**src/logic/asp_pkg.sv**
```systemverilog
package asp_pkg;

  // ****************************************************************
  // Register map and field layout.
  // ****************************************************************
  localparam logic [7:0] ADDR_CONTROL = 8'h80;
  localparam logic [7:0] ADDR_STATUS = 8'h82;
  localparam logic [7:0] ADDR_TX_HOLDING = 8'h84;
  localparam logic [7:0] ADDR_RX_BUFFER = 8'h86;
  localparam logic [7:0] ADDR_RATE_DIVISOR = 8'h88;

  localparam int CTL_RX_EN = 0;
  localparam int CTL_RX_EXC_IE = 1;
  localparam int CTL_TX_EN = 2;
  localparam int CTL_TWO_STOP = 3;
  localparam int CTL_EIGHT_BIT = 4;
  localparam int CTL_PAR_LO = 5;
  localparam int CTL_PAR_HI = 6;
  localparam int CTL_HOLD_LEVEL = 7;
  localparam int CTL_LINE_HOLD = 8;
  localparam int CTL_ECHO = 9;
  localparam int CTL_RX_IE = 10;
  localparam int CTL_TX_IE = 11;
  localparam logic [15:0] CTL_WRITE_MASK = 16'h0fff;
  localparam logic [15:0] CONTROL_RESET = 16'h0000;

  localparam int STS_OVERRUN = 0;
  localparam int STS_PARITY = 1;
  localparam int STS_FRAMING = 2;
  localparam int STS_BREAK = 3;
  localparam int STS_RX_READY = 4;
  localparam int STS_TX_HOLD_EMPTY = 5;
  localparam int STS_TX_IDLE = 6;

  localparam logic [15:0] DIVISOR_RESET = 16'h0000;
  localparam logic [7:0] IRQ_TYPE = 8'h14;
  localparam logic [3:0] OVERSAMPLE = 4'hf;
  localparam logic [3:0] MID_SAMPLE = 4'h7;
  localparam logic [3:0] BREAK_BITS = 4'hc;
  localparam int FIFO_DEPTH = 32;

  // ****************************************************************
  // Carriers.
  // ****************************************************************
  typedef struct packed {
    logic sel;
    logic rd;
    logic wr;
    logic [7:0] addr;
    logic [15:0] wdata;
  } asp_bus_s;

  typedef struct packed {
    logic [1:0] parity;
    logic eight;
    logic two_stop;
  } asp_fmt_s;

endpackage : asp_pkg

```
**src/logic/asp_fifo.sv**
```systemverilog
`timescale 1ns/1ps
// ******************************************************************
// Valid/ready FIFO with honest full and empty.
// ******************************************************************
module asp_fifo #(
  parameter int WIDTH = 8,
  parameter int DEPTH = 32
) (
  // Clock and reset.
  input wire logic sys_clk,
  input wire logic arst_n,
  // Filling side.
  input wire logic in_valid,
  output logic in_ready,
  input wire logic [WIDTH-1:0] in_data,
  // Draining side.
  output logic out_valid,
  input wire logic out_ready,
  output logic [WIDTH-1:0] out_data
);
  localparam int AW = $clog2(DEPTH);
  logic [WIDTH-1:0] mem [DEPTH];
  logic [AW:0] wp_r;
  logic [AW:0] rp_r;
  wire push = in_valid && in_ready;
  wire pop = out_valid && out_ready;

  // Full when pointers differ only in the wrap bit.
  assign in_ready = !((wp_r[AW] != rp_r[AW]) && (wp_r[AW-1:0] == rp_r[AW-1:0]));
  assign out_valid = wp_r != rp_r;
  assign out_data = mem[rp_r[AW-1:0]];

  // Storage has no reset; only the pointers define content.
  always_ff @(posedge sys_clk) begin
    if (push) begin
      mem[wp_r[AW-1:0]] <= in_data;
    end
  end

  // Pointer update.
  always_ff @(posedge sys_clk or negedge arst_n) begin
    if (!arst_n) begin
      wp_r <= '0;
      rp_r <= '0;
    end else begin
      wp_r <= wp_r + (AW+1)'(push);
      rp_r <= rp_r + (AW+1)'(pop);
    end
  end
endmodule : asp_fifo

```
**src/logic/asp_port.sv**
```systemverilog
`timescale 1ns/1ps
// Behaviour
// - Seven or eight data bits per character.
// - Parity field: none, odd, or even.
// - Parity bit added after data bits.
// - One or two stop bits.
// - Transmit enable gates transmitter and its interrupt.
// - Receive enable gates receiver and its interrupts.
// - Interrupt while holding empty and enabled.
// - Interrupt while receive data ready and enabled.
// - Exception interrupt on break or errors.
// - Echo mode: pin high, transmit feeds receive.
// - Line hold drives constant pin level.
// - Hold level selects high or low.
// - Break is low longer than one frame.
// - Reset clears control register.
// - One combined interrupt with fixed type.
// - Transmit double buffered; receive has a 32-entry FIFO ahead of the buffer register.
// - No DMA request path exists.
// - One output pin, one input pin, full duplex.
// - Holding empty flag clears on data write.
// - Ready flag clears on data read unless the FIFO holds another character.
// - Idle flag: nothing waiting, shifter empty.
// - Divisor counts half periods of 16x clock.
module asp_port
  import asp_pkg::*;
(
  // Clock and reset.
  input wire logic sys_clk,
  input wire logic arst_n,
  // Peripheral register access.
  input wire asp_pkg::asp_bus_s bus,
  output logic [15:0] rdata,
  // Serial line.
  output logic serial_out_pin,
  input wire logic serial_in_pin,
  // Interrupt request and its type.
  output logic irq,
  output logic [7:0] irq_type
);
  import asp_pkg::*;

  // ****************************************************************
  // Registers and bus decode.
  // ****************************************************************
  logic [15:0] control_r;
  logic [15:0] divisor_r;
  logic [7:0] hold_r;
  logic hold_full_r;
  logic [3:0] err_r;
  wire wr_ctl = bus.sel && bus.wr && bus.addr == ADDR_CONTROL;
  wire wr_sts = bus.sel && bus.wr && bus.addr == ADDR_STATUS;
  wire wr_tx = bus.sel && bus.wr && bus.addr == ADDR_TX_HOLDING;
  wire wr_div = bus.sel && bus.wr && bus.addr == ADDR_RATE_DIVISOR;
  wire rd_rx = bus.sel && bus.rd && bus.addr == ADDR_RX_BUFFER;
  wire tx_en = control_r[CTL_TX_EN];
  wire rx_en = control_r[CTL_RX_EN];
  wire echo = control_r[CTL_ECHO];
  asp_fmt_s fmt;
  assign fmt = '{parity: control_r[CTL_PAR_HI:CTL_PAR_LO], eight: control_r[CTL_EIGHT_BIT],
                 two_stop: control_r[CTL_TWO_STOP]};

  // Control, divisor and holding registers; reserved bits stay zero.
  always_ff @(posedge sys_clk or negedge arst_n) begin
    if (!arst_n) begin
      control_r <= CONTROL_RESET;
      divisor_r <= DIVISOR_RESET;
      hold_r <= 8'h00;
    end else begin
      if (wr_ctl) control_r <= bus.wdata & CTL_WRITE_MASK;
      if (wr_div) divisor_r <= bus.wdata;
      if (wr_tx) hold_r <= bus.wdata[7:0];
    end
  end

  // ****************************************************************
  // Sixteen-times tick: divisor+1 clocks per phase, two phases each.
  // ****************************************************************
  logic [15:0] div_cnt_r;
  logic phase_r;
  // A divisor lowered below the running count must not stall the tick for a whole wrap.
  wire div_end = div_cnt_r >= divisor_r;
  wire tick = div_end && phase_r;

  always_ff @(posedge sys_clk or negedge arst_n) begin
    if (!arst_n) begin
      div_cnt_r <= 16'h0000;
      phase_r <= 1'b0;
    end else begin
      div_cnt_r <= div_end ? 16'h0000 : div_cnt_r + 16'h0001;
      if (div_end) phase_r <= ~phase_r;
    end
  end

  // ****************************************************************
  // Transmitter: holding register feeds a frame shifter.
  // ****************************************************************
  logic tx_busy_r;
  logic [11:0] tx_shift_r;
  logic [3:0] tx_bits_r;
  logic [3:0] tx_sub_r;
  logic tx_line_r;
  wire [7:0] tx_data = fmt.eight ? hold_r : {1'b0, hold_r[6:0]};
  wire tx_par_bit = ^tx_data ^ ~fmt.parity[0];
  // Cells per frame: start, seven or eight data, optional parity, one or two stops.
  wire [3:0] tx_len = 4'd9 + 4'(fmt.eight) + 4'(fmt.parity[1]) + 4'(fmt.two_stop);
  wire tx_load = tx_en && !tx_busy_r && hold_full_r && tick;
  wire [11:0] tx_frame_7 = fmt.parity[1] ? {3'b111, tx_par_bit, tx_data[6:0], 1'b0} : {4'b1111, tx_data[6:0], 1'b0};
  wire [11:0] tx_frame_8 = fmt.parity[1] ? {2'b11, tx_par_bit, tx_data, 1'b0} : {3'b111, tx_data, 1'b0};
  wire tx_next_line = tx_busy_r ? tx_shift_r[0] : 1'b1;
  wire pin_level = echo ? 1'b1 : control_r[CTL_LINE_HOLD] ? control_r[CTL_HOLD_LEVEL] : tx_line_r;
  wire tx_step = tx_busy_r && tick && tx_sub_r == OVERSAMPLE;

  // Frame shifter; a disabled transmitter holds the line idle.
  always_ff @(posedge sys_clk or negedge arst_n) begin
    if (!arst_n) begin
      tx_busy_r <= 1'b0;
      tx_shift_r <= 12'hfff;
      tx_bits_r <= 4'h0;
      tx_sub_r <= 4'h0;
      tx_line_r <= 1'b1;
    end else begin
      tx_line_r <= tx_next_line;
      if (!tx_en) begin
        tx_busy_r <= 1'b0;
      end else if (tx_load) begin
        tx_busy_r <= 1'b1;
        tx_shift_r <= fmt.eight ? tx_frame_8 : tx_frame_7;
        tx_bits_r <= tx_len;
        tx_sub_r <= 4'h0;
      end else if (tx_busy_r && tick) begin
        tx_sub_r <= tx_sub_r + 4'h1;
        if (tx_step) begin
          tx_shift_r <= {1'b1, tx_shift_r[11:1]};
          tx_bits_r <= tx_bits_r - 4'h1;
          if (tx_bits_r == 4'h1) tx_busy_r <= 1'b0;
        end
      end
    end
  end

  // Holding register full flag: write sets it, the load empties it.
  always_ff @(posedge sys_clk or negedge arst_n) begin
    if (!arst_n) hold_full_r <= 1'b0;
    else if (wr_tx) hold_full_r <= 1'b1;
    else if (tx_load) hold_full_r <= 1'b0;
  end

  // ****************************************************************
  // Receiver front end: synchroniser and echo path.
  // ****************************************************************
  logic rx_s1_r;
  logic rx_s2_r;
  logic rx_prev_r;
  always_ff @(posedge sys_clk or negedge arst_n) begin
    if (!arst_n) begin
      rx_s1_r <= 1'b1;
      rx_s2_r <= 1'b1;
    end else begin
      rx_s1_r <= serial_in_pin;
      rx_s2_r <= rx_s1_r;
    end
  end
  wire rx_line = echo ? tx_line_r : rx_s2_r;

  // ****************************************************************
  // Receiver: start edge, mid-cell sampling, checks.
  // ****************************************************************
  logic rx_busy_r;
  logic [3:0] rx_sub_r;
  logic [3:0] rx_idx_r;
  logic [9:0] rx_shift_r;
  logic [3:0] low_bits_r;
  logic [3:0] low_sub_r;
  logic break_seen_r;
  wire [3:0] rx_data_bits = 4'd7 + 4'(fmt.eight);
  wire [3:0] rx_last = rx_data_bits + 4'(fmt.parity[1]) + 4'h1; // first stop bit index
  wire rx_sample = rx_busy_r && tick && rx_sub_r == MID_SAMPLE;
  wire rx_start = rx_en && !rx_busy_r && rx_prev_r && !rx_line;
  wire rx_done = rx_sample && rx_idx_r == rx_last;
  wire [7:0] rx_data = fmt.eight ? rx_shift_r[7:0] : {1'b0, rx_shift_r[6:0]};
  wire rx_par_rx = fmt.eight ? rx_shift_r[8] : rx_shift_r[7];
  wire rx_par_bad = fmt.parity[1] && (rx_par_rx != (^rx_data ^ ~fmt.parity[0]));
  wire rx_frame_bad = !rx_line;
  wire [3:0] frame_bits = tx_len;
  wire break_hit = low_bits_r > frame_bits;

  always_ff @(posedge sys_clk or negedge arst_n) begin
    if (!arst_n) begin
      rx_prev_r <= 1'b1;
      rx_busy_r <= 1'b0;
      rx_sub_r <= 4'h0;
      rx_idx_r <= 4'h0;
      rx_shift_r <= 10'h000;
    end else begin
      rx_prev_r <= rx_line;
      if (!rx_en) begin
        rx_busy_r <= 1'b0;
      end else if (rx_start) begin
        rx_busy_r <= 1'b1;
        rx_sub_r <= 4'h0;
        rx_idx_r <= 4'h0;
      end else if (rx_busy_r && tick) begin
        rx_sub_r <= rx_sub_r + 4'h1;
        if (rx_sample) begin
          rx_idx_r <= rx_idx_r + 4'h1;
          if (rx_idx_r == 4'h0 && rx_line) rx_busy_r <= 1'b0;
          else if (rx_idx_r != 4'h0 && !rx_done) rx_shift_r[rx_idx_r - 4'h1] <= rx_line;
          if (rx_done) rx_busy_r <= 1'b0;
        end
      end
    end
  end

  // Low-line timer in bit cells; one break event per low stretch.
  always_ff @(posedge sys_clk or negedge arst_n) begin
    if (!arst_n) begin
      low_bits_r <= 4'h0;
      low_sub_r <= 4'h0;
      break_seen_r <= 1'b0;
    end else if (rx_line || !rx_en) begin
      low_bits_r <= 4'h0;
      low_sub_r <= 4'h0;
      break_seen_r <= 1'b0;
    end else if (tick) begin
      low_sub_r <= low_sub_r + 4'h1;
      if (low_sub_r == OVERSAMPLE && !break_hit) low_bits_r <= low_bits_r + 4'h1;
      if (break_hit) break_seen_r <= 1'b1;
    end
  end

  // ****************************************************************
  // Receive FIFO ahead of the buffer register; a character arriving while it is full is dropped.
  // ****************************************************************
  logic fifo_out_valid;
  logic fifo_in_ready;
  logic [9:0] fifo_out;
  logic [7:0] rx_buf_r;
  logic rx_ready_r;
  wire rx_push = rx_done && fifo_in_ready;
  wire rx_load = fifo_out_valid && (!rx_ready_r || rd_rx);

  asp_fifo #(.WIDTH(10), .DEPTH(FIFO_DEPTH)) u_rx_fifo (
    .sys_clk(sys_clk),
    .arst_n(arst_n),
    .in_valid(rx_done),
    .in_ready(fifo_in_ready),
    .in_data({rx_par_bad, rx_frame_bad, rx_data}),
    .out_valid(fifo_out_valid),
    .out_ready(rx_load),
    .out_data(fifo_out)
  );

  // Buffer register; a read frees it for the next character.
  always_ff @(posedge sys_clk or negedge arst_n) begin
    if (!arst_n) begin
      rx_buf_r <= 8'h00;
      rx_ready_r <= 1'b0;
    end else begin
      if (rx_load) rx_buf_r <= fifo_out[7:0];
      if (rx_load) rx_ready_r <= 1'b1;
      else if (rd_rx) rx_ready_r <= 1'b0;
    end
  end

  // Sticky error flags; a new event wins over a software clear.
  wire [3:0] err_set = {break_hit && !break_seen_r, rx_load && fifo_out[8],
                        rx_load && fifo_out[9], rx_done && !fifo_in_ready};
  wire [3:0] err_clr = wr_sts ? ~bus.wdata[3:0] : 4'h0;
  always_ff @(posedge sys_clk or negedge arst_n) begin
    if (!arst_n) err_r <= 4'h0;
    else err_r <= (err_r & ~err_clr) | err_set;
  end

  // ****************************************************************
  // Status, read mux and interrupt.
  // ****************************************************************
  wire tx_idle = !hold_full_r && !tx_busy_r;
  wire [15:0] status = {9'h000, tx_idle, !hold_full_r, rx_ready_r, err_r};
  // Data moves only through these reads; there is no request line for a transfer engine.
  wire [15:0] rd_mux = bus.addr == ADDR_CONTROL ? control_r :
                       bus.addr == ADDR_STATUS ? status :
                       bus.addr == ADDR_TX_HOLDING ? {8'h00, hold_r} :
                       bus.addr == ADDR_RX_BUFFER ? {8'h00, rx_buf_r} :
                       bus.addr == ADDR_RATE_DIVISOR ? divisor_r : 16'h0000;
  wire irq_nxt = (tx_en && control_r[CTL_TX_IE] && !hold_full_r) ||
                 (rx_en && control_r[CTL_RX_IE] && rx_ready_r) ||
                 (rx_en && control_r[CTL_RX_EXC_IE] && (err_r != 4'h0));

  always_ff @(posedge sys_clk or negedge arst_n) begin
    if (!arst_n) begin
      rdata <= 16'h0000;
      irq <= 1'b0;
      irq_type <= 8'h00;
      serial_out_pin <= 1'b1;
    end else begin
      rdata <= (bus.sel && bus.rd) ? rd_mux : 16'h0000;
      irq <= irq_nxt;
      irq_type <= IRQ_TYPE;
      serial_out_pin <= pin_level;
    end
  end

  // ****************************************************************
  // Checks.
  // ****************************************************************
  a_reset_ctl: assert property (@(posedge sys_clk) $rose(arst_n) |-> control_r == 16'h0000)
    else $error("control not cleared by reset");
  a_hold_clear: assert property (@(posedge sys_clk) disable iff (!arst_n) wr_tx |=> !status[STS_TX_HOLD_EMPTY])
    else $error("holding empty not cleared by write");
  a_ready_clear: assert property (@(posedge sys_clk) disable iff (!arst_n)
    rd_rx && !rx_load |=> !rx_ready_r)
    else $error("ready flag not cleared by read");
  a_echo_pin: assert property (@(posedge sys_clk) disable iff (!arst_n) echo |=> serial_out_pin)
    else $error("echo mode pin not high");
  a_hold_level: assert property (@(posedge sys_clk) disable iff (!arst_n)
    control_r[CTL_LINE_HOLD] && !echo |=> serial_out_pin == $past(control_r[CTL_HOLD_LEVEL]))
    else $error("held line level wrong");
  a_tx_off: assert property (@(posedge sys_clk) disable iff (!arst_n) !tx_en |=> !tx_busy_r)
    else $error("transmitter active while disabled");
  a_rx_irq: assert property (@(posedge sys_clk) disable iff (!arst_n)
    rx_en && control_r[CTL_RX_IE] && rx_ready_r |=> irq)
    else $error("receive irq missing");
  a_tx_irq: assert property (@(posedge sys_clk) disable iff (!arst_n)
    tx_en && control_r[CTL_TX_IE] && !hold_full_r |=> irq)
    else $error("transmit irq missing");
  // An idle transmitter with nothing written must not start shifting on its own.
  a_idle_flag: assert property (@(posedge sys_clk) disable iff (!arst_n)
    status[STS_TX_IDLE] && !wr_tx |=> !tx_busy_r && status[STS_TX_IDLE])
    else $error("idle flag with work pending");
  a_overrun_set: assert property (@(posedge sys_clk) disable iff (!arst_n)
    rx_done && !fifo_in_ready |=> err_r[STS_OVERRUN])
    else $error("overrun not flagged");

  // Receive-side checks; every flag is looked at one cycle after its event.
  a_rx_off: assert property (@(posedge sys_clk) disable iff (!arst_n) !rx_en |=> !rx_busy_r)
    else $error("receiver active while disabled");
  a_frame_flag: assert property (@(posedge sys_clk) disable iff (!arst_n)
    rx_load && fifo_out[8] |=> err_r[STS_FRAMING])
    else $error("framing error not flagged");
  a_parity_flag: assert property (@(posedge sys_clk) disable iff (!arst_n)
    rx_load && fifo_out[9] |=> err_r[STS_PARITY])
    else $error("parity error not flagged");
  a_break_flag: assert property (@(posedge sys_clk) disable iff (!arst_n)
    break_hit && !break_seen_r |=> err_r[STS_BREAK])
    else $error("break not flagged");
  a_exc_irq: assert property (@(posedge sys_clk) disable iff (!arst_n)
    rx_en && control_r[CTL_RX_EXC_IE] && err_r != 4'h0 |=> irq)
    else $error("exception irq missing");
  // The type code is loaded on the first edge after reset and never changes.
  a_irq_type: assert property (@(posedge sys_clk) disable iff (!arst_n)
    $past(arst_n) |-> irq_type == IRQ_TYPE)
    else $error("interrupt type wrong");

  // Main scenarios that the bench is expected to reach.
  c_tx_frame: cover property (@(posedge sys_clk) disable iff (!arst_n) tx_load);
  c_rx_frame: cover property (@(posedge sys_clk) disable iff (!arst_n) rx_done);
  c_break: cover property (@(posedge sys_clk) disable iff (!arst_n) err_set[STS_BREAK]);
  c_echo: cover property (@(posedge sys_clk) disable iff (!arst_n) echo && rx_done);
  c_overrun: cover property (@(posedge sys_clk) disable iff (!arst_n) err_set[STS_OVERRUN]);
endmodule : asp_port

```
**config.mk**
```make
export PLATFORM = sky130hd
export DESIGN_NAME = asp_port
export DESIGN_NICKNAME = d
export VERILOG_FILES = /design/src/logic/asp_pkg.sv /design/src/logic/asp_fifo.sv /design/src/logic/asp_port.sv
export SDC_FILE = /design/constraint.sdc
export NUM_CORES = 1
export LEC_CHECK = 0
export BUFFER_PORTS_ARGS = -buffer_cell sky130_fd_sc_hd__buf_2
export CORE_MARGIN = 1
export CORE_UTILIZATION = 70
export CTS_BUF_LIST = sky130_fd_sc_hd__clkbuf_8
export CTS_CLUSTER_SIZE = 16
export DETAILED_ROUTE_END_ITERATION = 12
export GPL_ROUTABILITY_DRIVEN = 0
export PLACE_DENSITY_LB_ADDON = 0.12
export SKIP_LAST_GASP = 1
export SLEW_MARGIN = 10
export SYNTH_ARGS = -nofsm -noshare
export SYNTH_HDL_FRONTEND = slang
export SYNTH_HIERARCHICAL = 1
export SYNTH_SLANG_ARGS = --single-unit
```
**constraint.sdc**
```tcl
create_clock -name sys_clk -period 9.63 [get_ports sys_clk]
set_clock_uncertainty 0.05 [all_clocks]
set_input_delay 0.963 -clock sys_clk [delete_from_list [all_inputs] [get_ports sys_clk]]
set_output_delay 0.963 -clock sys_clk [all_outputs]
set_load 0.01 [all_outputs]
```
-- Yosys cells after proc, flatten, opt, wreduce, memory -nomap -nowiden
Memories as Yosys holds them, arrays and structs flattened.
Cells that the tools add are included.
- RAM bits: 320
- memories kept: 1
- output and inout port bits: 26
- flip-flop bits (word level): 151
- word-level logic and storage cells: 216
- input bits: 30
- memories (memory ; words ; width ; rd ports ; clocked after memory_dff ; wr ports ; line ; RTL):
    u_rx_fifo.mem ; 32 ; 10 ; 1 ; 0 ; 1 ; asp_fifo.sv:22 ; logic [WIDTH-1:0] mem [DEPTH];
- bitwise logic cells: 10
- add/sub/neg operators: 16
- reductions and logical operators: 76
- mux-type cells: 59
- $lt $le $gt $ge: 4
- eq/ne operators: 20
- operators with widths (cell ; count):
    $mux 16 ; 7
    $mux 4 ; 16
    $eq 8x8->1 const B ; 5
    $logic_and 1x1->1 ; 39
    $mux 12 ; 3
    $mux 1 ; 26
    $add 4x1->4 const B ; 6
    $mux 10 ; 2
    $reduce_bool 2->1 ; 9
    $add 16x1->16 const B ; 1
    $ge 16x16->1 ; 1
    $mux 8 ; 2
    $reduce_xor 8->1 ; 2
    $ne 3x1->1 const B ; 5
    $add 4x1->4 ; 3
    $add 6x1->6 ; 2
    $reduce_and 3->1 ; 4
    $bwmux 10 ; 1
    $logic_not 1->1 ; 10
    $mux 9 ; 1
    $eq 4x4->1 const B ; 2
    $not 4->4 ; 2
    $reduce_and 2->1 ; 4
    $reduce_bool 4->1 ; 2
    other kinds (21) ; 30

-- Logic depth before layout (Yosys ltp)
- word-level depth: 10
- depth in mapped cells: 13
- depth with buffers taken out: 13

-- Cells and area by module
The synthesis kept the hierarchy.
- by module, submodules not included (module ; area an instance (µm²) ; seq. area each (µm²) ; times used ; cells an instance):
    asp_fifo ; 13102.6 ; 9909.5 ; 1 ; 657
    asp_port ; 6984.2 ; 3422.0 ; 1 ; 685

-- Worst setup path before layout
No wires, ideal clock.
- path type: register to register
- from: register div_cnt_r[13]
- to: memory u_rx_fifo.mem[28][0] (enable)
- arrival: 3.357 ns
- clock period less this slack: 3.797 ns
- buffers on the path: 1
- setup slack: 5.833 ns
- cell stages (with the launch flop): 11
- data required time: 9.190 ns
- library setup time: 0.390 ns
- path through: dfrtp_1 -> ha_1 -> nand4_2 -> nor4_4 -> a32oi_4 -> a21o_1 -> clkbuf_1 -> nor3_1 -> nor2b_1 -> nand3_1 -> nor3_1
- cells in the longest elaborated chain, start to end: 8
- RTL lines (item ; line ; RTL):
    start, declared ; asp_port.sv:79 ; logic [15:0] div_cnt_r;
    start signal, assigned ; asp_port.sv:90 ; div_cnt_r <= div_end ? 16'h0000 : div_cnt_r + 16'h0001;
    $ge 16x16->1 ; asp_port.sv:82 ; wire div_end = div_cnt_r >= divisor_r;
    $logic_and 1x1->1 ; asp_port.sv:83 ; wire tick = div_end && phase_r;
    $logic_and 1x1->1 (2 in a row) ; asp_port.sv:178 ; wire rx_sample = rx_busy_r && tick && rx_sub_r == MID_SAMPLE;
    $logic_and 1x1->1 ; asp_port.sv:180 ; wire rx_done = rx_sample && rx_idx_r == rx_last;
    net rx_done ; asp_port.sv:180 ;
    $logic_and 1x1->1 ; asp_fifo.sv:25 ; wire push = in_valid && in_ready;
    $mux 1 ; asp_fifo.sv:35 ; if (push) begin
    $mux 1 (implied by the code) ; asp_fifo.sv:36 ; mem[wp_r[AW-1:0]] <= in_data;
    end, declared ; asp_fifo.sv:22 ;
The timed path passes the listed nets, and every way through them passes these cells.

-- Worst setup path after layout
- from: register div_cnt_r[15]
- to: memory u_rx_fifo.mem[24][6] (enable)
Same word-level chain as after synthesis.

==> Flow_metrics.wiki <==
{| class="wikitable"
! Metric !! Value
|-
| Die Outline Area || 29400 um^2
|-
| Worst path cell trace || ha_1 -> nand4_2 -> nor4_4 -> a32oi_4 -> a21o_1 -> nor3_1 -> buf_4 -> nor2b_1 -> nand3_1 -> nor3_2
|-
| Routed length per placed instance || 23.2 um
|-
| WP data arrival || 4.10 ns
|-
| Commonest cells post-synth || edfxtp_1 (320), dfrtp_1 (133), nand2_1 (88)
|-
| Core Box Area || 28000 um^2
|-
| DIE HEIGHT || 171 um
|-
| Headroom to the max-slew limit || 14.1%
|-
| Type of element launching the critical path || flop
|-
| Maximum fanout count along the critical path || 11
|-
| Synthesized area per cell || 15.0 um^2
|-
| Count of warnings emitted by yosys || 6
|-
| TritonCTS buffer count || 73
|-
| Antenna diode instance count || 0
|-
| Average vias per placed instance || 6.42
|-
| Initial Utilization || 71.7%
|-
| Setup Fix Bufs, Post-CTS || 0
|-
| Final setup margin || 5.68 ns
|-
| Worst hold path depth || 0
|-
| R2R cell count || 10
|-
| Net count reported at finish || 1515
|-
| Maxcap violations || 0
|-
| TritonRoute pass-1 iters || 5
|-
| Clock Pin Slew Worst Setup and Hold Paths || 0.06 ns
|-
| Number of enable flip-flop cells after synthesis || 320
|-
| Post-route standard cell area excluding fillers || 22100 um^2
|-
| Pin count of the biggest net entering global routing || 90
|-
| Port Buffer Count || 49
|-
| Flip-flop and latch area || 13300 um^2
|-
| Static Leakage || 0.00756 uW
|-
| Gate count of the mapped netlist || 1342
|-
| Total power divided by cell area || 168 nW/um^2
|-
| Count of final hold-check violations || 0
|-
| M1 WL || 17800 um
|-
| Ys async rst share || 31.6%
|-
| Post-layout minimum cycle time || 3.95 ns
|-
| Count of different cell masters after synthesis || 73
|-
| Total global routing track utilization || 31.2%
|-
| Total overflow reported by the global router || 0
|-
| Count of pins on the block boundary || 56
|-
| Count of hold-fix buffers inserted at cts || 0
|-
| Total wire length || 43600 um
|-
| Dominant synthesized flop cell || edfxtp_1
|-
| Worst-Skew Late Latency || 0.59 ns
|-
| Bufs on Longest Clock Path || 3
|-
| Share of the synthesized area in the top cell type || 47.8%
|-
| Overall power consumption || 3710 uW
|-
| Register bit count reported by yosys || 468
|-
| Number of DRC violations after detailed routing || 0
|-
| Worst stage delay on the critical path || 0.68 ns
|-
| FP Rows || 61
|-
| Post_cts resized || 0
|-
| Type of the tightest min-delay check || flop to flop
|-
| Worst path required time || 9.78 ns
|-
| RSZ-0062 raised after global routing || false
|-
| Ratio of cells with drive above 1 in the final layout || 19.8%
|-
| Clock tree from TritonCTS || done
|-
| Cell with the largest stage delay on the worst path || nor3_2
|-
| Run status || completed
|-
| Fraction of the cycle the final worst path needs || 41.0%
|-
| Placement-stage worst setup slack || 5.37 ns
|-
| Initial detailed-routing violation count || 1599
|-
| Signed area change from the synthesized netlist to the final layout || 9.88%
|-
| Cell taking the most area after synthesis || edfxtp_1
|-
| Leading post-synthesis cells by cell area || edfxtp_1 (48%), dfrtp_1 (17%), mux4_2 (4.7%), mux2i_1 (3.8%), ha_1 (2.5%)
|-
| Transition time at the pin with the least slew margin || 1.29 ns
|-
| Peak supply drop || 130 uV
|-
| Mapped cell area || 20100 um^2
|-
| Post-detail-place hpwl || 27400 um
|-
| Critical path start-end classification || flop to flop
|-
| Metal2 WL || 20300 um
|-
| Max Fclk || 0.253 GHz
|-
| Most frequent cell after synthesis || edfxtp_1
|-
| TritonCTS sink count || 468
|-
| Post-route setup TNS || 0 ns
|-
| Root Driver || clkbuf_8
|-
| Crit. End Element || flop
|-
| First-pass GRT wire length || 66900 um
|-
| Portion of the post-synthesis area used by sequential elements || 66.4%
|-
| H-tree level count || 3
|-
| Multi-input combinational cell area || 6160 um^2
|-
| Total vias in the final route || 12062
|-
| Final setup vio count || 0
|-
| Initial antenna violation count || 0
|-
| Pins Over Slew Limit || 0
|-
| Layout fillers || 1621
|-
| Area after detailed placement || 20700 um^2
|-
| Top Layer Used || met4
|-
| Via count of the first global-routing pass || 11828
|-
| Floorplan die width || 171 um
|-
| Final ANT Viol Nets || 0
|-
| Post-Route Hold Slack || 0.313 ns
|-
| Routed length on met3 || 4070 um
|}
==> layout by cell type (no fill, tap or decap), types with 37 or more instances in the layout <==
| cell type | count |
|---|---|
| nor3_1 | 37 |
| inv_1 | 74 |
| a21oi_1 | 39 |
| o21ai_0 | 41 |
| dfrtp_1 | 131 |
| edfxtp_1 | 320 |
| buf_2 | 48 |
| mux2i_1 | 75 |
| buf_4 | 47 |
| nand2_1 | 88 |
| nor2_1 | 61 |
| mux4_2 | 42 |
| ha_1 | 40 |
| clkbuf_8 | 79 |
==> worst paths after layout <==
| kind | from | to | slack, ns |
|---|---|---|---|
| min in group asynchronous | arst_n | irq_type[2]$_DFF_PN0_ | 0.40 |
| setup reg to reg | div_cnt_r[15]$_DFF_PN0_ | u_rx_fifo/mem[24][6]$_DFFE_PP_ | 5.68 |
| hold reg to reg | rx_s1_r$_DFF_PN1_ | rx_s2_r$_DFF_PN1_ | 0.31 |
| setup / recovery | div_cnt_r[15]$_DFF_PN0_ | u_rx_fifo/mem[24][6]$_DFFE_PP_ | 5.68 |
| hold / removal | rx_s1_r$_DFF_PN1_ | rx_s2_r$_DFF_PN1_ | 0.31 |
| max in group asynchronous | arst_n | u_rx_fifo/rp_r[0]$_DFF_PN0_ | 7.83 |
==> worst max-delay path: cells and delay by family, from the launching register on <==
kind                     cells  cell delay (ns)
AO/OA/AOI/OAI                2             0.60
AND/OR/NAND/NOR              6             1.99
buffers and inverters        1             0.17
flip-flops                   1             0.40
adder cells (fa/ha/maj)      1             0.36
==> cell families after synthesis <==
group	synth area share [%]
compound gates	7.26
xor+xnor	2.09
fa+ha+maj	2.49
buf+inv	3.23
flops	66.4
mux	11.3
other cells	0.0374
simple gates	7.26
==> flip-flops by register name, summed over array words and instances (netlist names), 6 cells and up <==
register / flops
divisor_r: 16
hold_r: 8
u_rx_fifo/mem: 320
rdata: 16
u_rx_fifo/rp_r: 6
div_cnt_r: 16
u_rx_fifo/wp_r: 6
tx_shift_r: 10
rx_shift_r: 9
rx_buf_r: 8
control_r: 12
==> where the power goes <==
group | internal, uW | leakage (uW) | switching, uW | total [uW]
registers | 2140 | 0.00423 | 6.62 | 2150
clock network | 781 | 0.000791 | 728 | 1510
logic | 18.3 | 0.00254 | 39.1 | 57.4
total | 2940 | 0.00756 | 773 | 3710
==> cell type report <==
type	instances	area share [%]
timing repair buffer	97	2.81
inverter	41	0.697
clock inverter	51	1.08
multi-input combinational	764	27.9
sequential	468	60.4
tap	378	2.14
clock buffer	79	4.93
==> routing by layer <==
layer / track usage (%) / vias up
met5: 0 / -
met4: 12.1 / 0
met3: 6.60 / 110
met2: 47.9 / 613
met1: 44.5 / 6008
li1: - / 5331
==> metrics by stage <==
step,util [%],cells
after global routing,78.8,1878
final,78.8,1878
after detailed placement,74.0,1747
after floorplan,-,1347
after CTS,78.7,1877
after global placement,74.0,1747
Power figures use the tool's default switching activity.
